`config.mk`:
```
export PLATFORM = sky130hd
export DESIGN_NAME = clock_switch_fail_safe_ctrl
export DESIGN_NICKNAME = d
export VERILOG_FILES = /design/src/hw/clock_switch_fail_safe_ctrl.v
export VERILOG_INCLUDE_DIRS = /design/src /design/src/hw
export SDC_FILE = /design/constraint.sdc
export NUM_CORES = 1
export LEC_CHECK = 0
export BUFFER_PORTS_ARGS = -buffer_cell sky130_fd_sc_hd__buf_2
export CORE_MARGIN = 2
export CORE_UTILIZATION = 51
export DETAILED_ROUTE_END_ITERATION = 10
export GPL_TIMING_DRIVEN = 0
export PLACE_DENSITY = 0.84
export SETUP_SLACK_MARGIN = 0.2
export SKIP_LAST_GASP = 1
export SYNTH_ARGS = -nofsm -noshare
export SYNTH_HDL_FRONTEND = slang
export SYNTH_SLANG_ARGS = --single-unit
```
`constraint.sdc`:
```
create_clock -name hclk -period 2.75 [get_ports hclk]
set_input_delay 0.55 -clock hclk [delete_from_list [all_inputs] [get_ports hclk]]
set_output_delay 0.55 -clock hclk [all_outputs]
set_load 0.05 [all_outputs]
```
`src/hw/clock_switch_defines.vh`:
```
`ifndef CLOCK_SWITCH_DEFINES_VH
`define CLOCK_SWITCH_DEFINES_VH

// Register byte offsets.
`define OFF_OSC_CONTROL   8'h00
`define OFF_PLL_FEEDBACK  8'h04
`define OFF_RC_TUNING     8'h08
`define OFF_UNLOCK_KEY    8'h0c

// Unlock key values, two writes in a row to the key register.
`define UNLOCK_KEY_A      16'h5a5a
`define UNLOCK_KEY_B      16'ha5a5

// Control register field positions.
`define CTL_CUR_HI        14
`define CTL_CUR_LO        12
`define CTL_NEXT_HI       10
`define CTL_NEXT_LO       8
`define CTL_LOCK_BIT      7
`define CTL_PLL_LOCK_BIT  5
`define CTL_FAIL_BIT      3
`define CTL_SEC_ON_BIT    1
`define CTL_REQ_BIT       0

// Reset values.
`define PLL_MULT_RESET    9'h030
`define RC_TRIM_RESET     6'h00
`define PLL_MULT_OFFSET   10'h002
`define PLL_FACTOR_RESET  10'h032
`define OSC_EN_RESET      5'h01

// Top bits of the data fields.
`define PLL_MULT_HI       8
`define RC_TRIM_HI        5
`define KEY_HI            15

// Source codes.
`define SRC_FRC           3'h0
`define SRC_FRC_PLL       3'h1
`define SRC_PRI           3'h2
`define SRC_PRI_PLL       3'h3
`define SRC_SEC           3'h4
`define SRC_LOW_POWER_RC_OSC          3'h5
`define SRC_FRC_DIV16     3'h6
`define SRC_FRC_DIVN      3'h7

// Oscillator enable vector positions.
`define EN_FRC            0
`define EN_PRI            1
`define EN_SEC            2
`define EN_LOW_POWER_RC_OSC           3
`define EN_PLL            4

// Settle wait in cycles of the new source.
`define SETTLE_TICKS      4'ha
`define SETTLE_ZERO       4'h0
`define SETTLE_ONE        4'h1

// AHB transfer type bit for NONSEQ or SEQ.
`define HTRANS_ACTIVE     1

`endif

```
`src/hw/clock_switch_fail_safe_ctrl.v`:
```
// Notes on behaviour
// - Nine-bit multiplier code gives factor code plus two; resets to fifty.
// - Six-bit trim code is two's-complement, about 0.375 percent per step.
// - Switching and fail-safe monitor work only when switch fuse reads zero.
// - Switching disabled: next-source field ignored, current source follows fuses.
// - Switching disabled: switch request has no effect and reads zero.
// - Next source equal to current source: request cleared, switch aborted.
// - A valid switch start clears PLL-lock status and clock-fail flag.
// - Target enabled; wait for start-up timer and PLL lock as needed.
// - Ten cycles of the new clock pass before the handover.
// - On completion request clears and next source copies into current source.
// - Old source turned off, except low-power RC or kept secondary.
// - Instruction execution never stalls during a switch.
// - Primary submode comes from fuses only, never from software.
// - With fail-safe monitor on, low-power RC runs except in Sleep.
// - On oscillator failure raise a trap and fall back to fast RC.
// - Fallback uses fast RC with PLL when PLL was in use.
// - Next-source changes accepted only while configuration is unlocked.
// - Source codes: fast RC, with PLL, primary, with PLL, secondary, etc.
// - Hardware sets clock-fail flag; software may clear but never set it.
// - Lock bit with second fuse one blocks clock and PLL writes.
`timescale 1ns/1ps
`include "clock_switch_defines.vh"

module clock_switch_fail_safe_ctrl (
  // Clock and reset.
  input  wire        hclk,
  input  wire        hresetn,
  // AHB-Lite slave.
  input  wire        hsel,
  input  wire [7:0]  haddr,
  input  wire [1:0]  htrans,
  input  wire        hwrite,
  input  wire [2:0]  hsize,
  input  wire [31:0] hwdata,
  input  wire        hready,
  output reg  [31:0] hrdata,
  output reg         hreadyout,
  output reg         hresp,
  // Configuration fuses.
  input  wire        switch_cfg_fuse_hi,
  input  wire        switch_cfg_fuse_lo,
  input  wire [2:0]  initial_source_fuses,
  input  wire [1:0]  primary_submode_fuses,
  // Oscillator status.
  input  wire        osc_startup_timer,
  input  wire        pll_lock_in,
  input  wire        new_clk_tick,
  input  wire        osc_fail_detect,
  input  wire        wdt_enabled,
  input  wire        sleep_mode,
  // Clock control outputs.
  output reg  [2:0]  sys_clk_sel,
  output reg  [4:0]  osc_enable,
  output reg  [1:0]  primary_submode,
  output reg  [8:0]  pll_mult_code,
  output reg  [9:0]  pll_factor,
  output reg  [5:0]  rc_trim_code,
  output reg         clock_fail_trap,
  output reg         switch_busy
);

  localparam [3:0] S_IDLE   = 4'b0001;
  localparam [3:0] S_WAIT   = 4'b0010;
  localparam [3:0] S_SETTLE = 4'b0100;
  localparam [3:0] S_DONE   = 4'b1000;

  reg  [3:0] state_reg;
  reg  [3:0] state_next;
  reg  [3:0] settle_reg;
  reg  [3:0] settle_next;
  reg  [2:0] cur_src_reg;
  reg  [2:0] cur_src_next;
  reg  [2:0] next_src_reg;
  reg  [2:0] next_src_next;
  reg        req_reg;
  reg        req_next;
  reg        fail_reg;
  reg        fail_next;
  reg        pll_lock_reg;
  reg        pll_lock_next;
  reg        cfg_lock_reg;
  reg        sec_on_reg;
  reg        sw_en_reg;
  reg        straps_done_reg;
  reg        fail_prev_reg;
  reg  [1:0] unlock_reg;
  reg  [1:0] unlock_next;
  reg        trap_next;
  reg  [4:0] en_next;
  reg [31:0] rdata_next;
  reg        wr_pend_reg;
  reg  [7:0] wr_addr_reg;

  wire       addr_phase = hsel & hready & htrans[`HTRANS_ACTIVE];
  wire       wr_now     = wr_pend_reg;
  wire       wr_ctl     = wr_now & (wr_addr_reg == `OFF_OSC_CONTROL);
  wire       wr_key     = wr_now & (wr_addr_reg == `OFF_UNLOCK_KEY);
  wire       cfg_locked = cfg_lock_reg & switch_cfg_fuse_lo;
  wire       ctl_ok     = wr_ctl & (unlock_reg == 2'h2);
  // A failure input already high when the block leaves reset raises no trap,
  // because the previous sample follows it from the first edge on.
  wire       fail_rise  = osc_fail_detect & ~fail_prev_reg;

  // Oscillators a source code needs.
  // source code decode
  function [4:0] need_mask;
    input [2:0] code;
    begin
      need_mask = 5'h00;
      if (code == `SRC_FRC || code == `SRC_FRC_DIV16 || code == `SRC_FRC_DIVN) begin
        need_mask[`EN_FRC] = 1'b1;
      end else if (code == `SRC_FRC_PLL) begin
        need_mask[`EN_FRC] = 1'b1;
        need_mask[`EN_PLL] = 1'b1;
      end else if (code == `SRC_PRI) begin
        need_mask[`EN_PRI] = 1'b1;
      end else if (code == `SRC_PRI_PLL) begin
        need_mask[`EN_PRI] = 1'b1;
        need_mask[`EN_PLL] = 1'b1;
      end else if (code == `SRC_SEC) begin
        need_mask[`EN_SEC] = 1'b1;
      end else begin
        need_mask[`EN_LOW_POWER_RC_OSC] = 1'b1;
      end
    end
  endfunction

  wire [4:0] tgt_mask = need_mask(next_src_reg);
  wire       tgt_ready = (~tgt_mask[`EN_PRI] | osc_startup_timer) &
                         (~tgt_mask[`EN_PLL] | pll_lock_in);

  // Register read mux, sampled in the address phase.
  always @* begin
    rdata_next = 32'h0000_0000;
    if (haddr == `OFF_OSC_CONTROL) begin
      rdata_next[`CTL_CUR_HI:`CTL_CUR_LO]   = cur_src_reg;
      rdata_next[`CTL_NEXT_HI:`CTL_NEXT_LO] = next_src_reg;
      rdata_next[`CTL_LOCK_BIT]             = cfg_lock_reg;
      rdata_next[`CTL_PLL_LOCK_BIT]         = pll_lock_reg;
      rdata_next[`CTL_FAIL_BIT]             = fail_reg;
      rdata_next[`CTL_SEC_ON_BIT]           = sec_on_reg;
      rdata_next[`CTL_REQ_BIT]              = req_reg & sw_en_reg;
    end else if (haddr == `OFF_PLL_FEEDBACK) begin
      rdata_next[`PLL_MULT_HI:0] = pll_mult_code;
    end else if (haddr == `OFF_RC_TUNING) begin
      rdata_next[`RC_TRIM_HI:0] = rc_trim_code;
    end else begin
      // Unmapped offsets and the write-only key register read as zero.
      rdata_next = 32'h0000_0000;
    end
  end

  // Unlock key sequencing.
  always @* begin
    unlock_next = unlock_reg;
    // The first key always restarts the sequence; the second key right after it advances it; any other key value drops it.
    if (wr_key) begin
      if (hwdata[`KEY_HI:0] == `UNLOCK_KEY_A) begin
        unlock_next = 2'h1;
      end else if (unlock_reg == 2'h1 && hwdata[`KEY_HI:0] == `UNLOCK_KEY_B) begin
        unlock_next = 2'h2;
      end else begin
        unlock_next = 2'h0;
      end
    end else if (wr_now) begin
      // any other write consumes the unlock
      unlock_next = 2'h0;
    end
  end

  // Switch sequencer and fail-safe monitor.
  always @* begin
    state_next    = state_reg;
    settle_next   = settle_reg;
    cur_src_next  = cur_src_reg;
    next_src_next = next_src_reg;
    req_next      = req_reg;
    fail_next     = fail_reg;
    pll_lock_next = pll_lock_in;
    trap_next     = 1'b0;
    if (ctl_ok) begin
      if (!cfg_locked && sw_en_reg) begin
        next_src_next = hwdata[`CTL_NEXT_HI:`CTL_NEXT_LO];
      end
      if (hwdata[`CTL_REQ_BIT] && sw_en_reg) begin
        req_next = 1'b1;
      end
      if (!hwdata[`CTL_FAIL_BIT]) begin
        fail_next = 1'b0;
      end
    end
    case (state_reg)
      S_IDLE: begin
        if (req_reg && sw_en_reg) begin
          if (next_src_reg == cur_src_reg) begin
            req_next = 1'b0;
          end else begin
            // The lock status follows the PLL again from the next cycle on.
            // clear lock and fail flag
            pll_lock_next = 1'b0;
            fail_next     = 1'b0;
            state_next    = S_WAIT;
          end
        end
      end
      S_WAIT: begin
        if (tgt_ready) begin
          settle_next = `SETTLE_ZERO;
          state_next  = S_SETTLE;
        end
      end
      S_SETTLE: begin
        if (new_clk_tick) begin
          settle_next = settle_reg + `SETTLE_ONE;
          // The count starts at zero, so the tenth tick comes with the count at nine.
          if (settle_reg == `SETTLE_TICKS - `SETTLE_ONE) begin
            // Completion clears the request even if software sets it in this cycle.
            // handover and completion
            cur_src_next = next_src_reg;
            req_next     = 1'b0;
            state_next   = S_DONE;
          end
        end
      end
      S_DONE: begin
        state_next = S_IDLE;
      end
      default: begin
        state_next = S_IDLE;
      end
    endcase
    // The failure path comes after the software clear, so an event and a
    // clear in the same cycle leave the flag set.
    // failure trap and fallback
    if (sw_en_reg && fail_rise) begin
      fail_next  = 1'b1;
      trap_next  = 1'b1;
      req_next   = 1'b0;
      state_next = S_IDLE;
      if (cur_src_reg == `SRC_FRC_PLL || cur_src_reg == `SRC_PRI_PLL) begin
        cur_src_next = `SRC_FRC_PLL;
      end else begin
        cur_src_next = `SRC_FRC;
      end
    end
    // Disabled switching overrides all of the above, so a stray request or
    // failure edge can never move the clock.
    // disabled, current source follows fuses
    if (!sw_en_reg) begin
      cur_src_next = initial_source_fuses;
      req_next     = 1'b0;
      state_next   = S_IDLE;
    end
  end

  // Oscillator enables.
  always @* begin
    en_next = need_mask(cur_src_next);
    // Old and target sources both run while waiting and settling, so the
    // system clock keeps a live source until the handover.
    if (state_next == S_WAIT || state_next == S_SETTLE) begin
      en_next = en_next | tgt_mask;
    end
    if (sec_on_reg) begin
      en_next[`EN_SEC] = 1'b1;
    end
    if ((wdt_enabled || sw_en_reg) && !sleep_mode) begin
      en_next[`EN_LOW_POWER_RC_OSC] = 1'b1;
    end
  end

  always @(posedge hclk or negedge hresetn) begin
    if (!hresetn) begin
      hrdata          <= 32'h0000_0000;
      hreadyout       <= 1'b1;
      hresp           <= 1'b0;
      wr_pend_reg     <= 1'b0;
      wr_addr_reg     <= 8'h00;
      unlock_reg      <= 2'h0;
      state_reg       <= S_IDLE;
      settle_reg      <= `SETTLE_ZERO;
      cur_src_reg     <= `SRC_FRC;
      next_src_reg    <= `SRC_FRC;
      req_reg         <= 1'b0;
      fail_reg        <= 1'b0;
      pll_lock_reg    <= 1'b0;
      cfg_lock_reg    <= 1'b0;
      sec_on_reg      <= 1'b0;
      sw_en_reg       <= 1'b0;
      straps_done_reg <= 1'b0;
      fail_prev_reg   <= 1'b0;
      sys_clk_sel     <= `SRC_FRC;
      osc_enable      <= `OSC_EN_RESET;
      primary_submode <= 2'h0;
      pll_mult_code   <= `PLL_MULT_RESET;
      pll_factor      <= `PLL_FACTOR_RESET;
      rc_trim_code    <= `RC_TRIM_RESET;
      clock_fail_trap <= 1'b0;
      switch_busy     <= 1'b0;
    end else begin
      // Every transfer completes in its data phase with an OKAY response.
      // zero-wait bus, core never stalled
      hreadyout   <= 1'b1;
      hresp       <= 1'b0;
      wr_pend_reg <= addr_phase & hwrite;
      if (addr_phase) begin
        wr_addr_reg <= haddr;
      end
      if (addr_phase && !hwrite) begin
        hrdata <= rdata_next;
      end
      unlock_reg    <= unlock_next;
      fail_prev_reg <= osc_fail_detect;
      // The switch and submode fuses are taken once, on the first edge after reset; the mode and
      // the submode then stay fixed until the next reset.
      if (!straps_done_reg) begin
        sw_en_reg       <= ~switch_cfg_fuse_hi;
        primary_submode <= primary_submode_fuses;
        cur_src_reg     <= initial_source_fuses;
        next_src_reg    <= initial_source_fuses;
        sys_clk_sel     <= initial_source_fuses;
        straps_done_reg <= 1'b1;
      end else begin
        state_reg       <= state_next;
        settle_reg      <= settle_next;
        cur_src_reg     <= cur_src_next;
        next_src_reg    <= next_src_next;
        req_reg         <= req_next;
        fail_reg        <= fail_next;
        pll_lock_reg    <= pll_lock_next;
        sys_clk_sel     <= cur_src_next;
        osc_enable      <= en_next;
        clock_fail_trap <= trap_next;
        switch_busy     <= (state_next != S_IDLE);
      end
      // With the lock fuse set, only a reset can clear the lock bit again.
      if (ctl_ok && !cfg_locked) begin
        cfg_lock_reg <= hwdata[`CTL_LOCK_BIT];
      end
      // The secondary enable selects no clock, so the lock leaves it open.
      if (ctl_ok) begin
        sec_on_reg <= hwdata[`CTL_SEC_ON_BIT];
      end
      if (wr_now && wr_addr_reg == `OFF_PLL_FEEDBACK && !cfg_locked) begin
        pll_mult_code <= hwdata[`PLL_MULT_HI:0];
        pll_factor    <= {1'b0, hwdata[`PLL_MULT_HI:0]} + `PLL_MULT_OFFSET;
      end
      // The trim value is not guarded by the lock, as it selects no source.
      // signed trim steps
      if (wr_now && wr_addr_reg == `OFF_RC_TUNING) begin
        rc_trim_code <= hwdata[`RC_TRIM_HI:0];
      end
    end
  end

endmodule // clock_switch_fail_safe_ctrl

```
* Word level (Yosys, flattened, before mapping)
Index checks and enable logic that the tools add are counted.
** Word-level totals
- Output and inout port bits :: 71
- Register bits after elaboration :: 81
- Input bits :: 63
- Word-level logic and storage cells :: 185
** Operators by class
- Eq/ne operators :: 35
- Bitwise logic cells :: 17
- Add/subtract/negate cells :: 2
- Mux-type cells :: 79
- Reduce and logical (&&, ||, !) cells :: 29
** Operators by type and width (number)
- 4-bit two-way mux :: 12
- 3-bit two-way mux :: 14
- 1-bit two-way mux :: 40
- 8-bit by 4-bit == test with 1-bit output, second input constant :: 3
- 3-bit == test, second input constant :: 6
- 16-bit by 15-bit == test with 1-bit output, second input constant :: 1
- 16-bit == test, second input constant :: 1
- 8-bit by 3-bit == test with 1-bit output, second input constant :: 2
- 8-bit logical NOT :: 2
- 3-bit by 2-bit == test with 1-bit output, second input constant :: 5
- 2-bit two-way mux :: 7
- 4-bit one-hot mux with 3 select lines :: 1
- 1-bit logical AND :: 11
- 9-bit by 2-bit adder with 10-bit output, second input constant :: 1
- 1-bit AND :: 10
- 3-bit by 1-bit == test with 1-bit output, second input constant :: 3
- 9-bit two-way mux :: 1
- 4-bit by 2-bit == test with 1-bit output, second input constant :: 2
- 4-bit by 3-bit == test with 1-bit output, second input constant :: 2
- 4-bit one-hot mux with 2 select lines :: 1
- 1-bit logical OR :: 7
- 3-bit logical NOT :: 2
- 6-bit two-way mux :: 1
- 5-bit two-way mux :: 1
- other kinds (17) :: 26

* Longest topological paths before layout
Gate-level depths: netlist of run 1.
- Word-level depth :: 17
- Depth in mapped cells :: 7
- Mapped depth without buffers :: 7

* Least setup slack after synthesis of run 1
Ideal clock, no wire load.
- Path type :: reg2reg
- From :: register state_reg[0]
- To :: register osc_enable[2]
- Setup time :: 0.082 ns
- Arrival :: 2.083 ns
- Buffers on the path :: 1
- Required time :: 2.668 ns
- Stages on the path, launching flop included :: 6
- Clock period less this slack :: 2.165 ns
- Setup slack :: 0.585 ns
- Cell sequence :: dfstp_2 -> or4b_1 -> buf_2 -> o311ai_0 -> a41oi_1 -> a31oi_1
** On the way
- Word-level cells in the longest chain between the ends :: 13
- Elaborated cells between the ends (all ways) :: 34
- Classes of those cells :: eq/ne: 11; mux: 18; bitwise: 1; reduce/logical: 4
** RTL lines
- start, declared :: line clock_switch_fail_safe_ctrl.v:68 : reg [3:0] state_reg;
- start signal, assigned :: line clock_switch_fail_safe_ctrl.v:325 : state_reg <= state_next;
- 4-bit by 3-bit == test with 1-bit output :: line clock_switch_fail_safe_ctrl.v:193 : case (state_reg)
- 3-bit two-way mux :: line clock_switch_fail_safe_ctrl.v:193
- 3-bit two-way mux :: line clock_switch_fail_safe_ctrl.v:236 : if (sw_en_reg && fail_rise) begin
- 3-bit two-way mux :: line clock_switch_fail_safe_ctrl.v:250 : if (!sw_en_reg) begin
- 3-bit == test (no line)
- 1-bit two-way mux :: line clock_switch_fail_safe_ctrl.v:121 : end else if (code == `SRC_SEC) begin
- 2-bit two-way mux :: line clock_switch_fail_safe_ctrl.v:118 : end else if (code == `SRC_PRI_PLL) begin
- 3-bit two-way mux :: line clock_switch_fail_safe_ctrl.v:116 : end else if (code == `SRC_PRI) begin
- 3-bit two-way mux :: line clock_switch_fail_safe_ctrl.v:113 : end else if (code == `SRC_FRC_PLL) begin
- 4-bit two-way mux :: line clock_switch_fail_safe_ctrl.v:111 : if (code == `SRC_FRC || code == `SRC_FRC_DIV16 || code == `SRC_FRC_DIVN) begin
- 5-bit bitwise OR :: line clock_switch_fail_safe_ctrl.v:263 : en_next = en_next | tgt_mask;
- 5-bit two-way mux (*) :: line clock_switch_fail_safe_ctrl.v:262 : if (state_next == S_WAIT || state_next == S_SETTLE) begin
- 1-bit two-way mux (*) :: line clock_switch_fail_safe_ctrl.v:265 : if (sec_on_reg) begin
- end signal, assigned :: line clock_switch_fail_safe_ctrl.v:294 : osc_enable <= `OSC_EN_RESET;
- end signal, assigned :: line clock_switch_fail_safe_ctrl.v:333 : osc_enable <= en_next;
- end, declared :: line clock_switch_fail_safe_ctrl.v:54 : output reg [4:0] osc_enable,
Every way passes the cells marked *; elsewhere a longest branch is shown, timed or not.
A chain may end at the register's enable or synchronous reset.

* Worst setup path after layout of run 1
- From :: register wr_addr_reg[4]
- To :: register pll_mult_code[7]
** On the way
- Word-level cells in the longest chain between the ends :: 3
** RTL lines
- start, declared :: line clock_switch_fail_safe_ctrl.v:93 : reg [7:0] wr_addr_reg;
- start signal, assigned :: line clock_switch_fail_safe_ctrl.v:308 : wr_addr_reg <= haddr;
- 8-bit by 3-bit == test with 1-bit output (no line)
- 1-bit logical AND (no line)
- 1-bit logical AND :: line clock_switch_fail_safe_ctrl.v:345 : if (wr_now && wr_addr_reg == `OFF_PLL_FEEDBACK && !cfg_locked) begin
- end signal, assigned :: line clock_switch_fail_safe_ctrl.v:296 : pll_mult_code <= `PLL_MULT_RESET;
- end signal, assigned :: line clock_switch_fail_safe_ctrl.v:346 : pll_mult_code <= hwdata[`PLL_MULT_HI:0];
- end, declared :: line clock_switch_fail_safe_ctrl.v:56 : output reg [8:0] pll_mult_code,
No other way between the ends.

==> results of run 1 <==
[logic make-up after synthesis]
logic type                 after synthesis  synth area share [%]
and+or+nand+nor                        109                  15.6
AOI/OAI and AO/OA                       85                  14.4
DFF                                     80                  49.7
buffers and inverters                   65                  8.08
muxes                                   32                  8.76
xor gates and xnor gates                11                  2.38
adders and majority gates                3                 0.928
other                                    2                 0.186
[routing by layer]
layer / track usage, % / share of wire (%)
met2: 40.8 / 49
met1: 33.2 / 42
met4: 10.3 / 2.3
met3: 4.92 / 6.8
met5: 0 / 0
[layout make-up]
| type | count | share of cell area (%) |
|---|---|---|
| Multi-Input combinational cell | 261 | 36.2 |
| Clock inverter | 6 | 1.72 |
| Sequential cell | 80 | 40.7 |
| Inverter | 23 | 1.75 |
| Buffer | 42 | 4.86 |
| Clock buffer | 10 | 2.58 |
| Tap cell | 102 | 2.58 |
| Timing Repair Buffer | 90 | 9.62 |
[worst max-delay path, stage by stage (launching register included)]
cell and delay (ns):
sky130_fd_sc_hd__dfrtp_1 0.38, sky130_fd_sc_hd__or4b_2 0.72, sky130_fd_sc_hd__nor2_1 0.24, sky130_fd_sc_hd__nand4b_2 0.30, sky130_fd_sc_hd__clkbuf_1 0.35, sky130_fd_sc_hd__mux2_2 0.34
[stage by stage]
step / hold WS, ns / worst slack (ns) / cells / area (µm²)
after floorplan: 0.254 / 0.585 / 406 / 4120
after global placement: 0.466 / 0.149 / 597 / 4690
after detailed placement: 0.475 / 0.120 / 598 / 4720
after CTS: 0.0938 / 0.272 / 614 / 4930
after global routing: 0.0932 / 0.187 / 614 / 4940
final: 0.0859 / 0.304 / 614 / 4940
[cell usage after synthesis, types with 2 or more instances]
library cell / count
sky130_fd_sc_hd__a21oi_1: 14
sky130_fd_sc_hd__dfstp_2: 7
sky130_fd_sc_hd__or4b_1: 2
sky130_fd_sc_hd__mux2_2: 27
sky130_fd_sc_hd__a31oi_1: 7
sky130_fd_sc_hd__nand2_1: 27
sky130_fd_sc_hd__o2bb2ai_1: 3
sky130_fd_sc_hd__a22oi_1: 8
sky130_fd_sc_hd__inv_1: 23
sky130_fd_sc_hd__nor4bb_1: 3
sky130_fd_sc_hd__xnor2_1: 5
sky130_fd_sc_hd__nor3_1: 4
sky130_fd_sc_hd__xor2_1: 6
sky130_fd_sc_hd__buf_4: 21
sky130_fd_sc_hd__o211ai_1: 2
sky130_fd_sc_hd__clkbuf_1: 18
sky130_fd_sc_hd__nor2_1: 15
sky130_fd_sc_hd__a22o_1: 8
sky130_fd_sc_hd__mux2i_1: 5
sky130_fd_sc_hd__nand4b_1: 4
sky130_fd_sc_hd__o32ai_1: 2
sky130_fd_sc_hd__nand2b_1: 4
sky130_fd_sc_hd__nand3_1: 16
sky130_fd_sc_hd__nand4_1: 3
sky130_fd_sc_hd__o21ai_0: 19
sky130_fd_sc_hd__nor3b_1: 3
sky130_fd_sc_hd__nor4b_1: 3
sky130_fd_sc_hd__a41oi_1: 3
sky130_fd_sc_hd__ha_1: 3
sky130_fd_sc_hd__and3_1: 2
sky130_fd_sc_hd__dfrtp_1: 73
sky130_fd_sc_hd__nor2b_1: 9
sky130_fd_sc_hd__conb_1: 2
sky130_fd_sc_hd__o22ai_1: 9
sky130_fd_sc_hd__or4_1: 4
sky130_fd_sc_hd__buf_2: 3
[worst paths after layout]
kind | end | startpoint | cells after the start | slack [ns]
setup / recovery | pll_mult_code[7]$_DFFE_PN0P_ | wr_addr_reg[4]$_DFFE_PN0P_ | 5 | 0.30
hold / removal | fail_prev_reg$_DFF_PN0_ | hresetn | 1 | 0.09
setup reg to reg | pll_mult_code[7]$_DFFE_PN0P_ | wr_addr_reg[4]$_DFFE_PN0P_ | 5 | 0.30
hold reg to reg | osc_enable[0]$_DFFE_PN1P_ | osc_enable[0]$_DFFE_PN1P_ | 2 | 0.49
max in group asynchronous | pll_mult_code[5]$_DFFE_PN1P_ | hresetn | 2 | 2.03
min in group hclk | fail_prev_reg$_DFF_PN0_ | osc_fail_detect | 1 | 0.31
[report_power, final]
part           total (W)  switching [W]  internal [W]  leakage, nW
Clock           0.000948       0.000440      0.000508        0.102
Sequential       0.00130      0.0000504       0.00125         1.01
Combinational   0.000553       0.000383      0.000170         1.28
==> summary.md, run 1 <==
| Metric | Value |
|---|---|
| Status | completed |
| Number of antenna repair diodes | 0 |
| Total of flip-flops plus latches after synthesis | 80 |
| Fraction of the cycle the final worst path needs | 88.9% |
| Highest ir drop seen on vdd | 409 µV |
| Number of antenna-violating nets in the routed design | 0 |
| Post-CTS Hold Fix Bufs | 0 |
| Hold Crit Class | in -> async |
| Max-slew violation count | 0 |
| Largest registers | hrdata (14), pll_factor (9), pll_mult_code (9) |
| Setup fix buffers added after clock tree synthesis | 0 |
| Number of port buffers | 89 |
| Gp weighted congestion | 0.878 |
| Number of flip-flops under the largest register name | 14 |
| Mapped cell area | 4040 µm² |
| Syn_area_per_cell | 10.4 µm² |
| Number of flops mapped to enable cells by yosys | 0 |
| Initial DRC Count | 235 |
| H-tree lvl count | 3 |
| Number of top-level design ports | 134 |
| Total routing resource utilization after global routing | 25.1% |
| Critical path fanouts, max | 10 |
| Total iterations of the first detailed-routing run | 7 |
| Final hold violations | 0 |
| Top flip-flop cell by instance count after synthesis | sky130_fd_sc_hd__dfrtp_1 |
| Total Routed Length | 10100 µm |
| Biggest area contributors in the synthesized netlist | sky130_fd_sc_hd__dfrtp_1 45%, sky130_fd_sc_hd__mux2_2 7.5%, sky130_fd_sc_hd__dfstp_2 4.5% |
| Via density per instance | 5.63 |
| Async set-or-reset flop fraction in the synthesized netlist | 100% |
| Overall power consumption | 0.00280 W |
| WP data required | 2.99 ns |
| Count of cell types in the netlist | 56 |
| Worst-case headroom to the max-slew limit | 49.5% |
| Capturing element type of the critical path | flop |
| Commonest non-fill, non-tap cell in the layout | sky130_fd_sc_hd__buf_2 |
| Final standard cell utilization of the core | 64.3% |
| Biggest register | hrdata |
| Via count | 3458 |
| Warning count from the yosys run | 0 |
| Fraction of layout cells with a size suffix above 1 | 33.6% |
| Final setup violating endpoints | 0 |
| Area of the multi-input gates | 1790 µm² |
| Max Cap Viol | 0 |
| Transition time of the tightest slew-check pin | 0.746 ns |
| Number of nets in the finished design | 573 |
| Data arrival, critical path | 2.69 ns |
| Clock Sinks | 80 |
| Post-DP HPWL | 7470 µm |
| Total of fill cells in the finished design | 647 |
| Area growth syn-to-layout | 22.2% |
| Root Buffer | sky130_fd_sc_hd__clkbuf_8 |
| Initial antenna violation count | 0 |
| Height of the die | 93.0 µm |
| Clock slew seen by the registers of the worst setup and hold paths | 0.08 ns |
| Number of resized instances in the post-cts repair step | 1 |
| Part of the Yosys area used for sequential elements | 49.7% |
| Peak clock frequency supported by timing | 0.409 GHz |
| Number of cells produced by synthesis | 387 |
| Kind of launch point of the worst setup path | flop |
| Area of the core | 7690 µm² |
| Clock buffer depth | 2 |
| Critical Setup Path Class | reg -> reg |
| Global-route wire length before repair | 16900 µm |
| Pleak | 2.39 nW |
| Average wire per cell in the routed design | 16.5 µm |
| Initial Util | 52.6% |
| Top library cells by usage in the layout, fill and taps aside | 91 x sky130_fd_sc_hd__buf_2, 73 x sky130_fd_sc_hd__dfrtp_1, 27 x sky130_fd_sc_hd__nand2_1, 27 x sky130_fd_sc_hd__mux2_2, 23 x sky130_fd_sc_hd__inv_1 |
| Post-route clock skew | 0.0113 ns |
| Vias in the first global route | 3494 |
| Die Outline Area | 8660 µm² |
| Post-synthesis cell type with the largest combined area | sky130_fd_sc_hd__dfrtp_1 |
| Area fraction of the dominant cell type after synthesis | 45.2% |
| Setup TNS | 0 ns |
| Clock latency of the later-clocked register in the worst-skew pair | 0.36 ns |
| Unrepaired setup endpoints after global routing | true |
| Tmin final | 2.45 ns |
| PD cells | 567 nW/µm² |
| Largest net degree at the start of global routing | 58 |
| DRC violations left | 0 |
| Number of rows created at floorplan | 32 |
| Chip width | 93.0 µm |
| Total CTS buffers | 9 |
| Total area of sequential cells | 2010 µm² |
| Global route overflow | 0 |
| CTS tree | built |
Power figures use the tool's default switching activity.
==> inputs of run 2 (changes only) <==
Settings changed: CELL_PAD_IN_SITES_DETAIL_PLACEMENT set to 0, CELL_PAD_IN_SITES_GLOBAL_PLACEMENT set to 1, CORE_UTILIZATION 51 to 38, PLACE_DENSITY 0.84 to 0.83.
==> run 2 against run 1 <==
Non-clock buffer count unchanged. Global-route usage decreased by 6.3 points. Maximum frequency increased by 0.52%. Worst setup slack improved by 0.013 ns. Final cell count increased by 5.5%.
==> summary.md, run 2 (same netlist as run 1, synthesis figures left out) <==
| Metric | Value |
|---|---|
| Critical path fanouts, max | 10 |
| Worst R2R Start | wr_addr_reg[4]$_DFFE_PN0P_ |
| Proportion of total power due to net switching | 31.5% |
| Max-slew violation count | 0 |
| Critical Setup Path Class | reg -> reg |
| Worst reg2reg path depth | 5 |
| Fraction of layout cells with a size suffix above 1 | 34.0% |
| Switching power of the nets | 0.000891 W |
| Root Buffer | sky130_fd_sc_hd__clkbuf_8 |
| Number of flip-flops under the largest register name | 14 |
| Pre-CTS setup slack | 0.0931 ns |
| Final setup violating endpoints | 0 |
| Combinational power share | 19.4% |
| Number of top-level design ports | 134 |
| Peak clock frequency supported by timing | 0.411 GHz |
| Status | completed |
| Total iterations of the first detailed-routing run | 5 |
| Number of antenna repair diodes | 0 |
| Biggest cell delay along the critical path | 0.73 ns |
| Number of port buffers | 89 |
| PD cells | 565 nW/µm² |
| Clock Sinks | 80 |
| Worst-case headroom to the max-slew limit | 58.0% |
| Total area of sequential cells | 2010 µm² |
| Number of nets in the finished design | 573 |
| Vias in the first global route | 3270 |
| Fraction of the cycle the final worst path needs | 88.5% |
| Tmin final | 2.43 ns |
| Via count | 3372 |
| Initial DRC Count | 163 |
| Setup TNS | 0 ns |
| Clock slew seen by the registers of the worst setup and hold paths | 0.10 ns |
| Max Cap Viol | 0 |
| H-tree lvl count | 3 |
| Largest registers | hrdata (14), pll_factor (9), pll_mult_code (9) |
| Area of the core | 10300 µm² |
| Depth of the critical timing path with buffers and inverters included | 5 |
| Reg power frac | 46.0% |
| Clock power share | 34.6% |
| Commonest non-fill, non-tap cell in the layout | sky130_fd_sc_hd__buf_2 |
| Setup fix buffers added after clock tree synthesis | 0 |
| Highest ir drop seen on vdd | 288 µV |
| Height of the die | 107 µm |
| Worst setup endpoint | pll_mult_code[7]$_DFFE_PN0P_ |
| CTS tree | built |
| Largest net degree at the start of global routing | 50 |
| Post-route clock skew | 0.0161 ns |
| Hold Crit Class | in -> async |
| Average wire per cell in the routed design | 15.9 µm |
| Initial antenna violation count | 0 |
| Clock buffer depth | 2 |
| Unrepaired setup endpoints after global routing | false |
| WP data required | 3.00 ns |
| Chip width | 107 µm |
| Largest delay contributor family on the critical path | simple AND/OR/NAND/NOR gates |
| Transition time of the tightest slew-check pin | 0.620 ns |
| Via density per instance | 5.20 |
| Worst Setup SP | wr_addr_reg[4]$_DFFE_PN0P_ |
| Area of the multi-input gates | 1800 µm² |
| WP buf/inv | 1 |
| Total CTS buffers | 9 |
| Global-route wire length before repair | 16600 µm |
| Biggest register | hrdata |
| Crit path setup slack, layout | 0.317 ns |
| Post-DP HPWL | 7940 µm |
| Initial Util | 39.2% |
| Data arrival, critical path | 2.68 ns |
| Area growth syn-to-layout | 23.9% |
| DRC violations left | 0 |
| Clock latency of the later-clocked register in the worst-skew pair | 0.37 ns |
| Number of resized instances in the post-cts repair step | 1 |
| Total routing resource utilization after global routing | 18.8% |
| Number of antenna-violating nets in the routed design | 0 |
| Hold WS | 0.131 ns |
| Slowest CP cell | sky130_fd_sc_hd__or4b_2 |
| Die Outline Area | 11500 µm² |
| Register-to-register path setup slack | 0.32 ns |
| Gp weighted congestion | 0.851 |
| Global route overflow | 0 |
| Internal power summed over all cells | 0.00194 W |
| Capturing element type of the critical path | flop |
| Final hold violations | 0 |
| Reg-to-Reg End | pll_mult_code[7]$_DFFE_PN0P_ |
| Crit path cell chain | or4b_2 -> nor2_1 -> nand4b_2 -> clkbuf_2 -> mux2_2 |
| Total of fill cells in the finished design | 1006 |
| Top library cells by usage in the layout, fill and taps aside | 91 x sky130_fd_sc_hd__buf_2, 73 x sky130_fd_sc_hd__dfrtp_1, 27 x sky130_fd_sc_hd__nand2_1, 27 x sky130_fd_sc_hd__mux2_2, 23 x sky130_fd_sc_hd__inv_1 |
| Total Routed Length | 10300 µm |
| Kind of launch point of the worst setup path | flop |
| Post-CTS Hold Fix Bufs | 0 |
| Number of rows created at floorplan | 37 |
| Pleak | 2.41 nW |
## run 2: changes by cell type in the layout (fill, tap and decap cells not counted), sizes merged
| cell | delta |
|---|---|
| clkinv | -1 |
| inv | +2 |
| clkbuf | -1 |
## run 2: metrics by stage
stage | util (%) | power, W | instance area, µm² | instances
final | 48.5 | 0.00283 | 5010 | 648
after global routing | 48.5 | 0.00296 | 5010 | 648
after CTS | 48.4 | 0.00285 | 4990 | 648
after detailed placement | 46.1 | 0.00187 | 4760 | 632
after global placement | 45.8 | 0.00186 | 4730 | 631
after floorplan | - | 0.00171 | 4120 | 406
## run 2: per-layer routing
metal	global-route usage [%]	share of wire, %
met1	24.6	42
met2	31.1	49
met3	4.32	7.6
met4	5.66	1.1
met5	0	0
## run 2: cell type report
cell class              instances  share of cell area [%]
clock inverters                 7                    2.02
well taps                     136                    3.40
plain buffers                  42                    4.82
clock buffers                   9                    2.47
repair buffers                 90                    9.49
flip-flops and latches         80                    40.1
multi-input cells             261                    35.9
inverters                      23                    1.72
## run 2: power by group through the flow
stage	Sequential (W)	Combinational, W	Clock, W
after floorplan	0.00144	0.000261	0
after CTS	0.00130	0.000551	0.00100
final	0.00130	0.000550	0.000978
after detailed placement	0.00132	0.000550	0
after global routing	0.00131	0.000592	0.00106
after global placement	0.00132	0.000538	0
## run 2: how the worst min path moves through the flow
| stage | slack [ns] | depth (start not counted) | endpoint | from |
|---|---|---|---|---|
| after global routing | 0.14 | 1 | pll_factor[6]$_DFFE_PN0P_ | hresetn |
| after floorplan | 0.25 | 0 | cfg_lock_reg$_DFFE_PN0P_ | hresetn |
| after detailed placement | 0.47 | 2 | pll_factor[8]$_DFFE_PN0P_ | pll_factor[8]$_DFFE_PN0P_ |
| after global placement | 0.47 | 2 | pll_factor[7]$_DFFE_PN0P_ | pll_factor[7]$_DFFE_PN0P_ |
| final | 0.13 | 1 | pll_factor[8]$_DFFE_PN0P_ | hresetn |
| after CTS | 0.13 | 1 | pll_factor[8]$_DFFE_PN0P_ | hresetn |
